## src/rtl/tsgp_pkg.sv

```systemverilog
`default_nettype none
package tsgp_pkg;
    localparam int          NUM_PINS       = 4;        // Pins 0..3 of the port
    localparam int          ADDR_W         = 8;        // Decoded APB address bits
    // Register byte offsets
    localparam logic [7:0]  OFF_LATCH      = 8'h00;    // port_output_latch
    localparam logic [7:0]  OFF_DIR        = 8'h04;    // port_direction
    localparam logic [7:0]  OFF_PULL       = 8'h08;    // port_pullup_select
    localparam logic [7:0]  OFF_TID        = 8'h0c;    // touch_input_disable
    localparam logic [7:0]  OFF_CTRL       = 8'h10;    // Standby and wake control
    localparam logic [7:0]  OFF_STAT       = 8'h14;    // Live status
    localparam logic [7:0]  OFF_LATCH_RMW  = 8'h18;    // Latch read as in read-modify-write
    // Control register field positions
    localparam int          CTRL_SPF       = 0;        // standby_pin_float
    localparam int          CTRL_TSE       = 1;        // touch_stop_enable
    localparam int          CTRL_TWI       = 2;        // touch_wake_interrupt enable
    localparam int          CTRL_GWI       = 3;        // general_wake_interrupt enable
    localparam int          CTRL_W         = 4;        // Control field width
    // Status register field positions
    localparam int          STAT_STBY      = 0;        // Stop or watch mode active
    localparam int          STAT_FLOAT     = 1;        // Pins forced to high impedance
    localparam int          STAT_WAKE      = 2;        // Wake request asserted
    // Reset values
    localparam logic [3:0]  RST_LATCH      = 4'h0;
    localparam logic [3:0]  RST_DIR        = 4'h0;
    localparam logic [3:0]  RST_PULL       = 4'h0;
    localparam logic [3:0]  RST_TID        = 4'h0;
    localparam logic [3:0]  RST_CTRL       = 4'h0;
    localparam logic [31:0] RST_RDATA      = 32'h0000_0000;
endpackage
`default_nettype wire

```

## src/rtl/tsgp_port.sv

```systemverilog
// Function
// - Direction one drives latch onto pin
// - Latch write stored, output pins follow
// - Latch write on input pin not driven
// - Output pin read returns latch
// - Input read pin, RMW read latch
// - Direction zero disables output driver
// - Reset clears all direction bits
// - Reset clears all touch-disable bits
// - Float bit in standby forces high impedance
// - Floated pin input held low
// - Touch stop enable keeps touch inputs open
// - Touch wake needs both interrupt enables
// - Float bit zero keeps pins in standby
// - Pull-up bit connects pull-up resistor
// - Driving low disconnects pull-up
// - Bits 0..3 map pins, upper unused
// - Pins 0..3 feed touch channels 4..7
//
// The implementer's own choices: the address map and the APB register port.
`default_nettype none
module tsgp_port (
    input  wire logic        clk_i,          // 100 MHz machine clock
    input  wire logic        rst_n_i,        // Async reset, active low
    input  wire logic        psel_i,         // APB select
    input  wire logic        penable_i,      // APB enable
    input  wire logic        pwrite_i,       // APB direction
    input  wire logic [7:0]  paddr_i,        // APB byte address
    input  wire logic [31:0] pwdata_i,       // APB write data
    output logic      [31:0] prdata_o,       // APB read data
    output logic             pready_o,       // APB ready
    output logic             pslverr_o,      // APB error on unmapped address
    input  wire logic        standby_i,      // Stop or watch mode active
    input  wire logic        touch_irq_i,    // Touch sensor event
    input  wire logic [3:0]  pin_in_i,       // Pin levels
    output logic      [3:0]  pin_out_o,      // Pin drive value
    output logic      [3:0]  pin_oe_o,       // Pin driver enable
    output logic      [3:0]  pullup_en_o,    // Pull-up connect
    output logic      [3:0]  port_in_o,      // Gated port input to core
    output logic      [3:0]  touch_in_o,     // Touch channels 4..7 input
    output logic             wake_o          // Wake request from touch
);

    ////////////////////////////////////////////////////////////////////////
    // Register state
    logic [3:0]  latch_ff, nxt_latch;        // port_output_latch
    logic [3:0]  dir_ff,   nxt_dir;          // port_direction
    logic [3:0]  pull_ff,  nxt_pull;         // port_pullup_select
    logic [3:0]  tid_ff,   nxt_tid;          // touch_input_disable
    logic [3:0]  ctrl_ff,  nxt_ctrl;         // Standby/wake control
    logic [31:0] rdata_ff, nxt_rdata;        // Read data
    logic        ready_ff, nxt_ready;        // Ready pulse
    logic        err_ff,   nxt_err;          // Error pulse
    logic        setup;                      // APB setup phase
    logic        access;                     // APB access phase
    logic        hit;                        // Address mapped
    logic [3:0]  port_rd;                    // Per-pin data read value
    logic [3:0]  wr4;                        // Low nibble of write data

    // Pin state
    logic [3:0]  samp_ff,  nxt_samp;         // Pin level sample
    logic [3:0]  out_ff,   nxt_out;
    logic [3:0]  oe_ff,    nxt_oe;
    logic [3:0]  pu_ff,    nxt_pu;
    logic [3:0]  pin_ff,   nxt_pin;
    logic [3:0]  tin_ff,   nxt_tin;
    logic        wake_ff,  nxt_wake;
    logic        floating;                   // Forced high impedance
    logic        touch_live;                 // Touch inputs unblocked

    assign setup    = psel_i & ~penable_i;
    assign access   = psel_i & penable_i;
    assign wr4      = pwdata_i[3:0];         // Upper bits dropped
    assign floating = standby_i & ctrl_ff[tsgp_pkg::CTRL_SPF];
    assign touch_live = ~standby_i | ctrl_ff[tsgp_pkg::CTRL_TSE];

    ////////////////////////////////////////////////////////////////////////
    // Per-pin read mux: output pins read latch, input pins read pin
    genvar g;
    generate
        for (g = 0; g < tsgp_pkg::NUM_PINS; g++) begin : g_rd
            assign port_rd[g] = dir_ff[g] ? latch_ff[g] : samp_ff[g];
        end
    endgenerate

    ////////////////////////////////////////////////////////////////////////
    // APB decode and register next state
    // One wait state: the first access cycle decodes and raises ready,
    // the next edge, where the master samples ready high, commits a write.
    // Committing late keeps a write from landing before the master has
    // seen its answer, at no cost in cycles, since ready rises at the same edge either way.
    always_comb begin
        nxt_latch = latch_ff;
        nxt_dir   = dir_ff;
        nxt_pull  = pull_ff;
        nxt_tid   = tid_ff;
        nxt_ctrl  = ctrl_ff;
        nxt_rdata = rdata_ff;
        nxt_ready = access & ~ready_ff;      // Ready for one cycle only
        nxt_err   = 1'b0;
        hit       = 1'b1;
        // Answer decided in the first access cycle, shown in the next
        if (access && !ready_ff) begin
            nxt_rdata = tsgp_pkg::RST_RDATA;
            case (paddr_i)
                tsgp_pkg::OFF_LATCH: begin
                    nxt_rdata[3:0] = port_rd;
                end
                tsgp_pkg::OFF_LATCH_RMW: begin
                    nxt_rdata[3:0] = latch_ff;                            // RMW view
                end
                tsgp_pkg::OFF_DIR: begin
                    nxt_rdata[3:0] = dir_ff;
                end
                tsgp_pkg::OFF_PULL: begin
                    nxt_rdata[3:0] = pull_ff;
                end
                tsgp_pkg::OFF_TID: begin
                    nxt_rdata[3:0] = tid_ff;
                end
                tsgp_pkg::OFF_CTRL: begin
                    nxt_rdata[3:0] = ctrl_ff;
                end
                tsgp_pkg::OFF_STAT: begin
                    nxt_rdata[tsgp_pkg::STAT_STBY]  = standby_i;
                    nxt_rdata[tsgp_pkg::STAT_FLOAT] = floating;
                    nxt_rdata[tsgp_pkg::STAT_WAKE]  = wake_ff;
                end
                default: begin
                    hit = 1'b0;
                end
            endcase
            nxt_err = ~hit;
            if (pwrite_i) begin
                nxt_rdata = tsgp_pkg::RST_RDATA;  // Writes read back zero
            end
        end
        // Writes land at the edge where the master sees ready high
        if (access && ready_ff && pwrite_i) begin
            case (paddr_i)
                tsgp_pkg::OFF_LATCH,
                tsgp_pkg::OFF_LATCH_RMW: nxt_latch = wr4;
                tsgp_pkg::OFF_DIR:       nxt_dir   = wr4;
                tsgp_pkg::OFF_PULL:      nxt_pull  = wr4;
                tsgp_pkg::OFF_TID:       nxt_tid   = wr4;
                tsgp_pkg::OFF_CTRL:      nxt_ctrl  = wr4;
                default:                 nxt_latch = latch_ff;           // Unmapped or status: ignored
            endcase
        end
    end

    // Register file flops
    always_ff @(posedge clk_i or negedge rst_n_i) begin
        if (!rst_n_i) begin
            latch_ff <= tsgp_pkg::RST_LATCH;
            dir_ff   <= tsgp_pkg::RST_DIR;
            pull_ff  <= tsgp_pkg::RST_PULL;
            tid_ff   <= tsgp_pkg::RST_TID;
            ctrl_ff  <= tsgp_pkg::RST_CTRL;
            rdata_ff <= tsgp_pkg::RST_RDATA;
            ready_ff <= 1'b0;
            err_ff   <= 1'b0;
        end else begin
            latch_ff <= nxt_latch;
            dir_ff   <= nxt_dir;
            pull_ff  <= nxt_pull;
            tid_ff   <= nxt_tid;
            ctrl_ff  <= nxt_ctrl;
            rdata_ff <= nxt_rdata;
            ready_ff <= nxt_ready;
            err_ff   <= nxt_err;
        end
    end

    ////////////////////////////////////////////////////////////////////////
    // Pin control next state, one generate slice per pin
    generate
        for (g = 0; g < tsgp_pkg::NUM_PINS; g++) begin : g_pin
            always_comb begin
                // Latch always on the pad; enable alone decides drive
                nxt_out[g] = latch_ff[g];
                // Drive only when output and not floated
                nxt_oe[g]  = dir_ff[g] & ~floating;
                // Pull-up off while driving low, also off when floated
                nxt_pu[g]  = pull_ff[g] & ~floating
                           & ~(dir_ff[g] & ~latch_ff[g]);
                // Port input path open only when disable bit set
                nxt_pin[g] = samp_ff[g] & tid_ff[g] & ~floating;
                // Touch channel 4+g sees pin when selected, input and live
                nxt_tin[g] = samp_ff[g] & ~tid_ff[g] & ~dir_ff[g]
                           & touch_live;
            end
        end
    endgenerate

    // Wake only with both enables and touch alive in standby
    always_comb begin
        nxt_samp = pin_in_i;
        nxt_wake = standby_i & touch_irq_i & ctrl_ff[tsgp_pkg::CTRL_TSE]
                 & ctrl_ff[tsgp_pkg::CTRL_TWI] & ctrl_ff[tsgp_pkg::CTRL_GWI];
    end

    // Pin flops; outputs come straight from here
    always_ff @(posedge clk_i or negedge rst_n_i) begin
        if (!rst_n_i) begin
            samp_ff <= 4'h0;
            out_ff  <= 4'h0;
            oe_ff   <= 4'h0;
            pu_ff   <= 4'h0;
            pin_ff  <= 4'h0;
            tin_ff  <= 4'h0;
            wake_ff <= 1'b0;
        end else begin
            samp_ff <= nxt_samp;
            out_ff  <= nxt_out;
            oe_ff   <= nxt_oe;
            pu_ff   <= nxt_pu;
            pin_ff  <= nxt_pin;
            tin_ff  <= nxt_tin;
            wake_ff <= nxt_wake;
        end
    end

    assign prdata_o    = rdata_ff;
    assign pready_o    = ready_ff;
    assign pslverr_o   = err_ff;
    assign pin_out_o   = out_ff;
    assign pin_oe_o    = oe_ff;
    assign pullup_en_o = pu_ff;
    assign port_in_o   = pin_ff;
    assign touch_in_o  = tin_ff;
    assign wake_o      = wake_ff;
endmodule
`default_nettype wire

```

## config.mk

```make
export PLATFORM = sky130hd
export DESIGN_NAME = tsgp_port
export DESIGN_NICKNAME = d
export VERILOG_FILES = /design/src/rtl/tsgp_pkg.sv /design/src/rtl/tsgp_port.sv
export SDC_FILE = /design/constraint.sdc
export NUM_CORES = 1
export LEC_CHECK = 0
export BUFFER_PORTS_ARGS = -buffer_cell sky130_fd_sc_hd__buf_2
export CAP_MARGIN = 20
export CORE_AREA = 2 2 95 70
export CTS_CLUSTER_DIAMETER = 100
export DETAILED_ROUTE_END_ITERATION = 7
export DIE_AREA = 0 0 97 72
export PLACE_DENSITY = 0.76
export SKIP_CTS_REPAIR_TIMING = 1
export SLEW_MARGIN = 20
export SYNTH_ARGS = -nofsm -noshare
export SYNTH_HDL_FRONTEND = slang
export SYNTH_SLANG_ARGS = --single-unit
```

## constraint.sdc

```tcl
create_clock -name clk_i -period 4.6 [get_ports clk_i]
set_input_delay 0.92 -clock clk_i [delete_from_list [all_inputs] [get_ports clk_i]]
set_output_delay 0.92 -clock clk_i [all_outputs]
set_load 0.1 [all_outputs]
```

# Yosys cells after proc, flatten, opt, wreduce, memory -nomap -nowiden
# Cells that the tools add are included.
# classes
n_eq_ne	6
n_mux	10
bitwise	64
reduce_logical	12
# ops
cell	n
1-bit AND	43
8-bit by 5-bit equality test with 1-bit output (second input constant)	3
3-bit case mux with 7 select lines	1
1-bit NOT	20
8-bit by 4-bit equality test with 1-bit output (second input constant)	2
2-bit AND reduction	5
8-bit by 3-bit equality test with 1-bit output (second input constant)	1
8-bit logical NOT	1
1-bit two-way mux	7
7-bit OR reduction	1
1-bit case mux with 6 select lines	1
4-bit two-way mux	1
1-bit logical AND	3
2-bit OR reduction	1
1-bit logical NOT	1
1-bit bitwise OR	1
# word_totals
reg_bits	79
input_bits	51
out_inout_bits	55
elab_cells	107

# Logic depth before layout (Yosys ltp)
# Gate-level depths: netlist of the first run.
# logic_depth
word_depth	6
mapped_depth	5
mapped_depth_nobuf	4

# Least setup slack after synthesis of the first run
# Ideal clock, no wire load.
# synth_path
path_kind	input port to flip-flop
start	in paddr_i[5]
end	reg tid_ff[0]
setup_time_ps	125
arrival_time_ps	2184
required_time_ps	4475
path_slack_ps	2292
stages	5
n_path_buf	1
path_cell_list	or3_4 nor4b_4 and3_1 buf_2 mux2_2
# synth_between
elab_chain_cells	2
# synth_rtl
item	line_no	source
start, declared	tsgp_port.sv:28	input wire logic [7:0] paddr_i,
8-bit by 4-bit equality test with 1-bit output	tsgp_port.sv:140	case (paddr_i)
2-bit AND reduction (no line)	n/a	
end signal, assigned	tsgp_port.sv:158	tid_ff <= tsgp_pkg::RST_TID;
end signal, assigned	tsgp_port.sv:167	tid_ff <= nxt_tid;
end, declared	tsgp_port.sv:49	logic [3:0] tid_ff, nxt_tid;
# Every way passes these cells.
# A chain may end at the register's enable or synchronous reset.

# Worst setup path after layout of the first run
# layout_path
start	in paddr_i[5]
end	reg tid_ff[2]
# Same word-level chain as after synthesis.

==> results of run 1 <==
## per-stage QoR
stage / hold slack, ps / utilization (%)
after floorplan: 400 / -
after global placement: 432 / 42.4
after detailed placement: 433 / 42.4
after CTS: 454 / 44.1
after global routing: 487 / 44.1
final: 457 / 44.1
## cell usage after synthesis (5+ instances only)
library cell  count  area [sq um]
mux2i_1           6          60.1
nand2_1           8          30.0
buf_4            29           218
dfrtp_1          51          1280
nand3_1           6          30.0
and3_1            8          50.1
nand2b_1          6          37.5
nor3_1            5          25.0
mux2_2           23           259
## path summary, 6_finish.rpt
| path | from | to | slack [ps] |
|---|---|---|---|
| worst max-delay path | paddr_i[5] | tid_ff[2]$_DFFE_PN0P_ | 2360 |
| worst min-delay path | latch_ff[3]$_DFFE_PN0P_ | pin_out_o[3]$_DFF_PN0_ | 460 |
| worst max register to register | pready_o$_DFF_PN0_ | tid_ff[2]$_DFFE_PN0P_ | 2880 |
| worst min register to register | latch_ff[3]$_DFFE_PN0P_ | pin_out_o[3]$_DFF_PN0_ | 460 |
| max in group asynchronous | rst_n_i | ctrl_ff[2]$_DFFE_PN0P_ | 3540 |
| min in group asynchronous | rst_n_i | port_in_o[3]$_DFF_PN0_ | 620 |
## per-layer routing
| layer | vias up | part of all wire (%) | wire (um) | GRT usage (%) |
|---|---|---|---|---|
| li1 | 724 | - | - | - |
| met1 | 756 | 47 | 2280 | 20.1 |
| met2 | 54 | 44 | 2110 | 21.5 |
| met3 | 7 | 7.8 | 378 | 4.72 |
| met4 | 0 | 1.5 | 74 | 5.63 |
| met5 | - | 0 | 0 | 0 |
## logic make-up after synthesis
kind of cell	Yosys count	synth area share [%]
buffers and inverters	36	10.5
AOI/OAI and AO/OA	21	6.75
other	1	0.159
muxes	29	13.6
xor gates and xnor gates	1	0.372
DFF	51	54.2
and+or+nand+nor	53	14.4
## power by group
group | total (W) | leakage, nW | internal, W | switching [W]
clock | 0.000286 | 0.0505 | 0.000137 | 0.000149
sequential | 0.000459 | 0.695 | 0.000455 | 0.00000341
combinational | 0.000189 | 0.657 | 0.0000202 | 0.000168
total | 0.000933 | 1.40 | 0.000612 | 0.000320
## cell type report
type | count | area share [%]
Clock buffer | 7 | 3.62
Clock inverter | 1 | 0.282
Inverter | 2 | 0.282
Multi-Input combinational cell | 132 | 34.9
Sequential cell | 51 | 47.9
Tap cell | 78 | 3.66
Timing Repair Buffer | 49 | 9.30
## worst reg2reg max path: stages, from the launching register on
cell	delay [ps]
dfrtp_1	360
and4_1	270
nor4b_4	270
and3_1	350
mux2_2	370
==> reports/qor.yml, run 1 <==
outcome: "completed"
ff2ff_path_depth: 4
maxCapViolations: 0
vdd_drop_max_v: 0.000154
async_flop_share_pct: 100
clk_pin_slew_ps: 90
synth_area_sq_um: 2350
pre_cts_ws_ps: 2060
clock-skew-final_ps: 5.05
cp_num_buf_inv: 1
ant_nets: 0
post-route-min-period_ps: 2240
htree_levels: 2
dpl_cell_area_sq_um: 2560
drc_errors: 0
viasPerCell: 4.82
clk_root_buffer_cell: "clkbuf_8"
syn_to_final_growth_pct: 13.2
worst_hold_path_type: "register to register"
ios: 106
port-buffer-count: 49
fin_cells: 320
vias: 1541
synth_enable_flop_cells: 0
cp.depth: 5
dpl.cell_count: 312
cts_sinks: 51
whs_path_depth: 0
cts_tree: "done"
dieArea_sq_um: 6980
syn_inst: 192
wirelength_mm: 4.85
cp.arrival_ps: 2440
startpoint_type: "primary input"
crit_required_ps: 4800
grt_pass1_vias: 1520
powerDensity_nw_per_um2: 350
report.final.slew_viol_count: 0
path_delay_family: "simple AND/OR/NAND/NOR gates"
synth_seq_cells: 51
min_period_over_period_pct: 48.7
yosysSeqAreaShare_pct: 54.2
place_congestion: 0.841
syn_avg_cell_area_sq_um: 12.3
postLayoutCellArea_sq_um: 2660
criticalPathCategory: "primary input to register"
finalSetupTns_ps: 0
fin_ws_ps: 2360
final_nets: 292
cts.path.max_buffers: 2
rsz0062_at_grt: "false"
cpPeakStageDelay_ps: 420
drt-initial-drc-count: 71
synth_top_flop_cell: "dfrtp_1"
ys_warn_count: 0
setup_viol: 0
layout-drive-gt1-share_pct: 34.7
slew_headroom_pct: 55.4
dr.pass1.iters: 4
final_common_cell: "dfrtp_1"
synthDistinctLibCells: 36
hpwl_mm: 3.56
cp_max_fo: 4
antenna_found_initial: 0
wl_per_cell_um: 15.1
fillers: 590
grt_usage_pct: 14.6
clkLatencyLatePin_ps: 310
fp-row-count: 24
path_cells: "buf_2, or3_4, nor4b_4, and3_1, mux2_2"
cellLeakagePower_nw: 1.40
start_util_pct: 39.0
seq_area_sq_um: 1280
endpoint_kind: "register"
die_y_um: 72
multi_input_area_sq_um: 931
tightest_slew_ps: 662
core_area_sq_um: 6040
grt_max_degree: 52
final-hold-violation-count: 0
overflow: 0
critPathSlowestCell: "or3_4"
die_x_um: 97
power.total_w: 0.000933
n_antenna_cell: 0
cts_inserted_buffers: 5
fmax_mhz: 447
final_cell_mix: "dfrtp_1 (51), buf_2 (48), conb_1 (28), mux2_2 (23)"
grt_pass1_wl_mm: 7.89
Power figures use the tool's default switching activity.
==> run 2, diff against run 1 <==
Settings changed: PLACE_DENSITY 0.76 to 0.79.
Clock period 4.6 ns to 2 ns, I/O delays scaled along.
==> run 2 against run 1 <==
Against the previous run: clock power rose to 2.9 times the previous value; hold slack got worse by 420 ps; clock-buffer cell count fell by 1; setup slack got worse by 2100 ps; flip-flop and latch count did not move; sequential power rose by 130%; non-clock buffer count rose by 10; critical path depth fell by 1; cell area rose by 4.3%; utilization rose by 1.9 points.
==> reports/qor.yml, run 2 (synthesis gave the netlist of run 1 again) <==
endpoint_kind: "register"  # unchanged
final_nets: 302  # was 292
wl_per_cell_um: 14.8  # was 15.1 um
drt-initial-drc-count: 113  # was 71
pre_cts_ws_ps: -71.0  # was 2060 ps
rsz0062_at_grt: "false"  # unchanged
cts_tree: "done"  # unchanged
ff2ff_path_depth: 4  # unchanged
clock-skew-final_ps: 8.28  # was 5.05 ps
cts.path.max_buffers: 2  # unchanged
routed.top_layer: "met4"  # unchanged
pwr-share-comb_pct: 19.1  # was 20.2%
seq_area_sq_um: 1280  # about the same
final_cell_mix: "dfrtp_1 (50), buf_2 (49), conb_1 (28), mux2_2 (23), buf_4 (9)"  # was dfrtp_1 (51), buf_2 (48), conb_1 (28), mux2_2 (23)
powerDensity_nw_per_um2: 840  # was 350 nW/um^2
fp-row-count: 24  # unchanged
die_x_um: 97  # unchanged
switchingPower_w: 0.000732  # was 0.000320 W
port-buffer-count: 49  # unchanged
overflow: 0  # unchanged
drt-met1-wl_mm: 2.27  # was 2.28 mm
hpwl_mm: 3.68  # was 3.56 mm
dieArea_sq_um: 6980  # unchanged
sw_frac_of_total_pct: 31.4  # was 34.4%
grt_pass1_wl_mm: 7.76  # was 7.89 mm
outcome: "completed"  # unchanged
n_antenna_cell: 0  # unchanged
fin_ws_ps: 217  # was 2360 ps
multi_input_area_sq_um: 931  # unchanged
cpPeakStageDelay_ps: 380  # was 420 ps
grt_usage_pct: 14.5  # was 14.6%
htree_levels: 2  # unchanged
reg2reg_slack_ps: 220  # was 2880 ps
r2r-end: "tid_ff[0]$_DFFE_PN0P_"  # was tid_ff[2]$_DFFE_PN0P_
drc_errors: 0  # unchanged
die_y_um: 72  # unchanged
viasPerCell: 4.89  # was 4.82
critPathSlowestCell: "and3_1"  # was or3_4
final_common_cell: "dfrtp_1"  # unchanged
worst_hold_path_type: "primary input to async pin"  # was register to register
fillers: 577  # was 590
core_area_sq_um: 6040  # unchanged
vdd_drop_max_v: 0.000396  # was 0.000154 V
vias: 1613  # was 1541
crit_required_ps: 2190  # was 4800 ps
seqPwrFrac_pct: 45.2  # was 49.2%
clkLatencyLatePin_ps: 300  # was 310 ps
cts_sinks: 51  # unchanged
final-hold-violation-count: 0  # unchanged
cellLeakagePower_nw: 1.47  # was 1.40 nW
clockPowerShare_pct: 35.7  # was 30.6%
clk_pin_slew_ps: 90  # about the same
fin_hold_ws_ps: 36.8  # was 457 ps
antenna_found_initial: 0  # unchanged
layout-drive-gt1-share_pct: 37.3  # was 34.7%
wl_met2_mm: 2.24  # was 2.11 mm
grt_pass1_vias: 1500  # was 1520
p_int_w: 0.00160  # was 0.000612 W
path_cells: "and4_1, nor4b_4, and3_1, mux2_2"  # was buf_2, or3_4, nor4b_4, and3_1, mux2_2
cts_inserted_buffers: 5  # unchanged
grt_max_degree: 33  # was 52
ant_nets: 0  # unchanged
setup_viol: 0  # unchanged
wirelength_mm: 4.89  # was 4.85 mm
place_congestion: 0.896  # was 0.841
reg2reg_from: "pready_o$_DFF_PN0_"  # unchanged
ios: 106  # unchanged
fmax_mhz: 561
min_period_over_period_pct: 89.1
utilization_pct: 46.0  # was 44.1%
start_util_pct: 39.0  # unchanged
met3_wirelength_um: 342  # was 378 um
dr.pass1.iters: 4  # unchanged
cp_max_fo: 4  # unchanged
post-route-min-period_ps: 1780
syn_to_final_growth_pct: 18.1  # was 13.2%
clk_root_buffer_cell: "clkbuf_8"  # unchanged
startpoint_type: "register"  # was primary input
cp.arrival_ps: 1970  # was 2440 ps
report.final.slew_viol_count: 0  # unchanged
maxCapViolations: 0  # unchanged
criticalPathCategory: "register to register"  # was primary input to register
## run 2: cell type report
cell class	instances	share of cell area, %
sequential	51	46.0
multi-input combinational	132	33.5
timing repair buffer	59	12.0
tap	78	3.51
clock buffer	6	2.61
clock inverter	2	2.16
inverter	2	0.270
## run 2: critical path: cells and delay by family, from the launching register on
kind             cells  cell delay, ps
AND/OR/NAND/NOR      3             910
flip-flops           1             370
multiplexers         1             380
## run 2: worst max path at each step
stage / from / end / slack (ps) / depth (start not counted)
final: pready_o$_DFF_PN0_ / tid_ff[0]$_DFFE_PN0P_ / 220 / 4
after global routing: pready_o$_DFF_PN0_ / tid_ff[2]$_DFFE_PN0P_ / 170 / 4
after CTS: pready_o$_DFF_PN0_ / tid_ff[0]$_DFFE_PN0P_ / 240 / 4
after detailed placement: paddr_i[5] / tid_ff[0]$_DFFE_PN0P_ / -70 / 5
after global placement: paddr_i[5] / tid_ff[1]$_DFFE_PN0P_ / -9 / 5
after floorplan: pready_o$_DFF_PN0_ / tid_ff[0]$_DFFE_PN0P_ / 70 / 5
## run 2: power by group through the flow
stage                     registers [W]  logic, W  clock network [W]
after detailed placement        0.00108  0.000446                  0
after global placement          0.00108  0.000443                  0
after global routing            0.00106  0.000465           0.000893
after floorplan                 0.00116  0.000323                  0
after CTS                       0.00106  0.000446           0.000854
final                           0.00105  0.000446           0.000834
## run 2: per-stage QoR
step	TNS, ps	std cells	area, sq um	power, W
finish	0	330	2780	0.00233
global route	0	330	2780	0.00242
CTS	0	330	2780	0.00236
detailed placement	-255	322	2650	0.00152
global placement	-25.2	322	2650	0.00152
floorplan	0	219	2460	0.00148
## run 2: routing by layer
layer  vias to the layer above  global-route usage, %
li1                        747                      -
met1                       806                   20.7
met2                        56                   21.8
met3                         4                   3.85
met4                         0                   4.38
met5                         -                      0
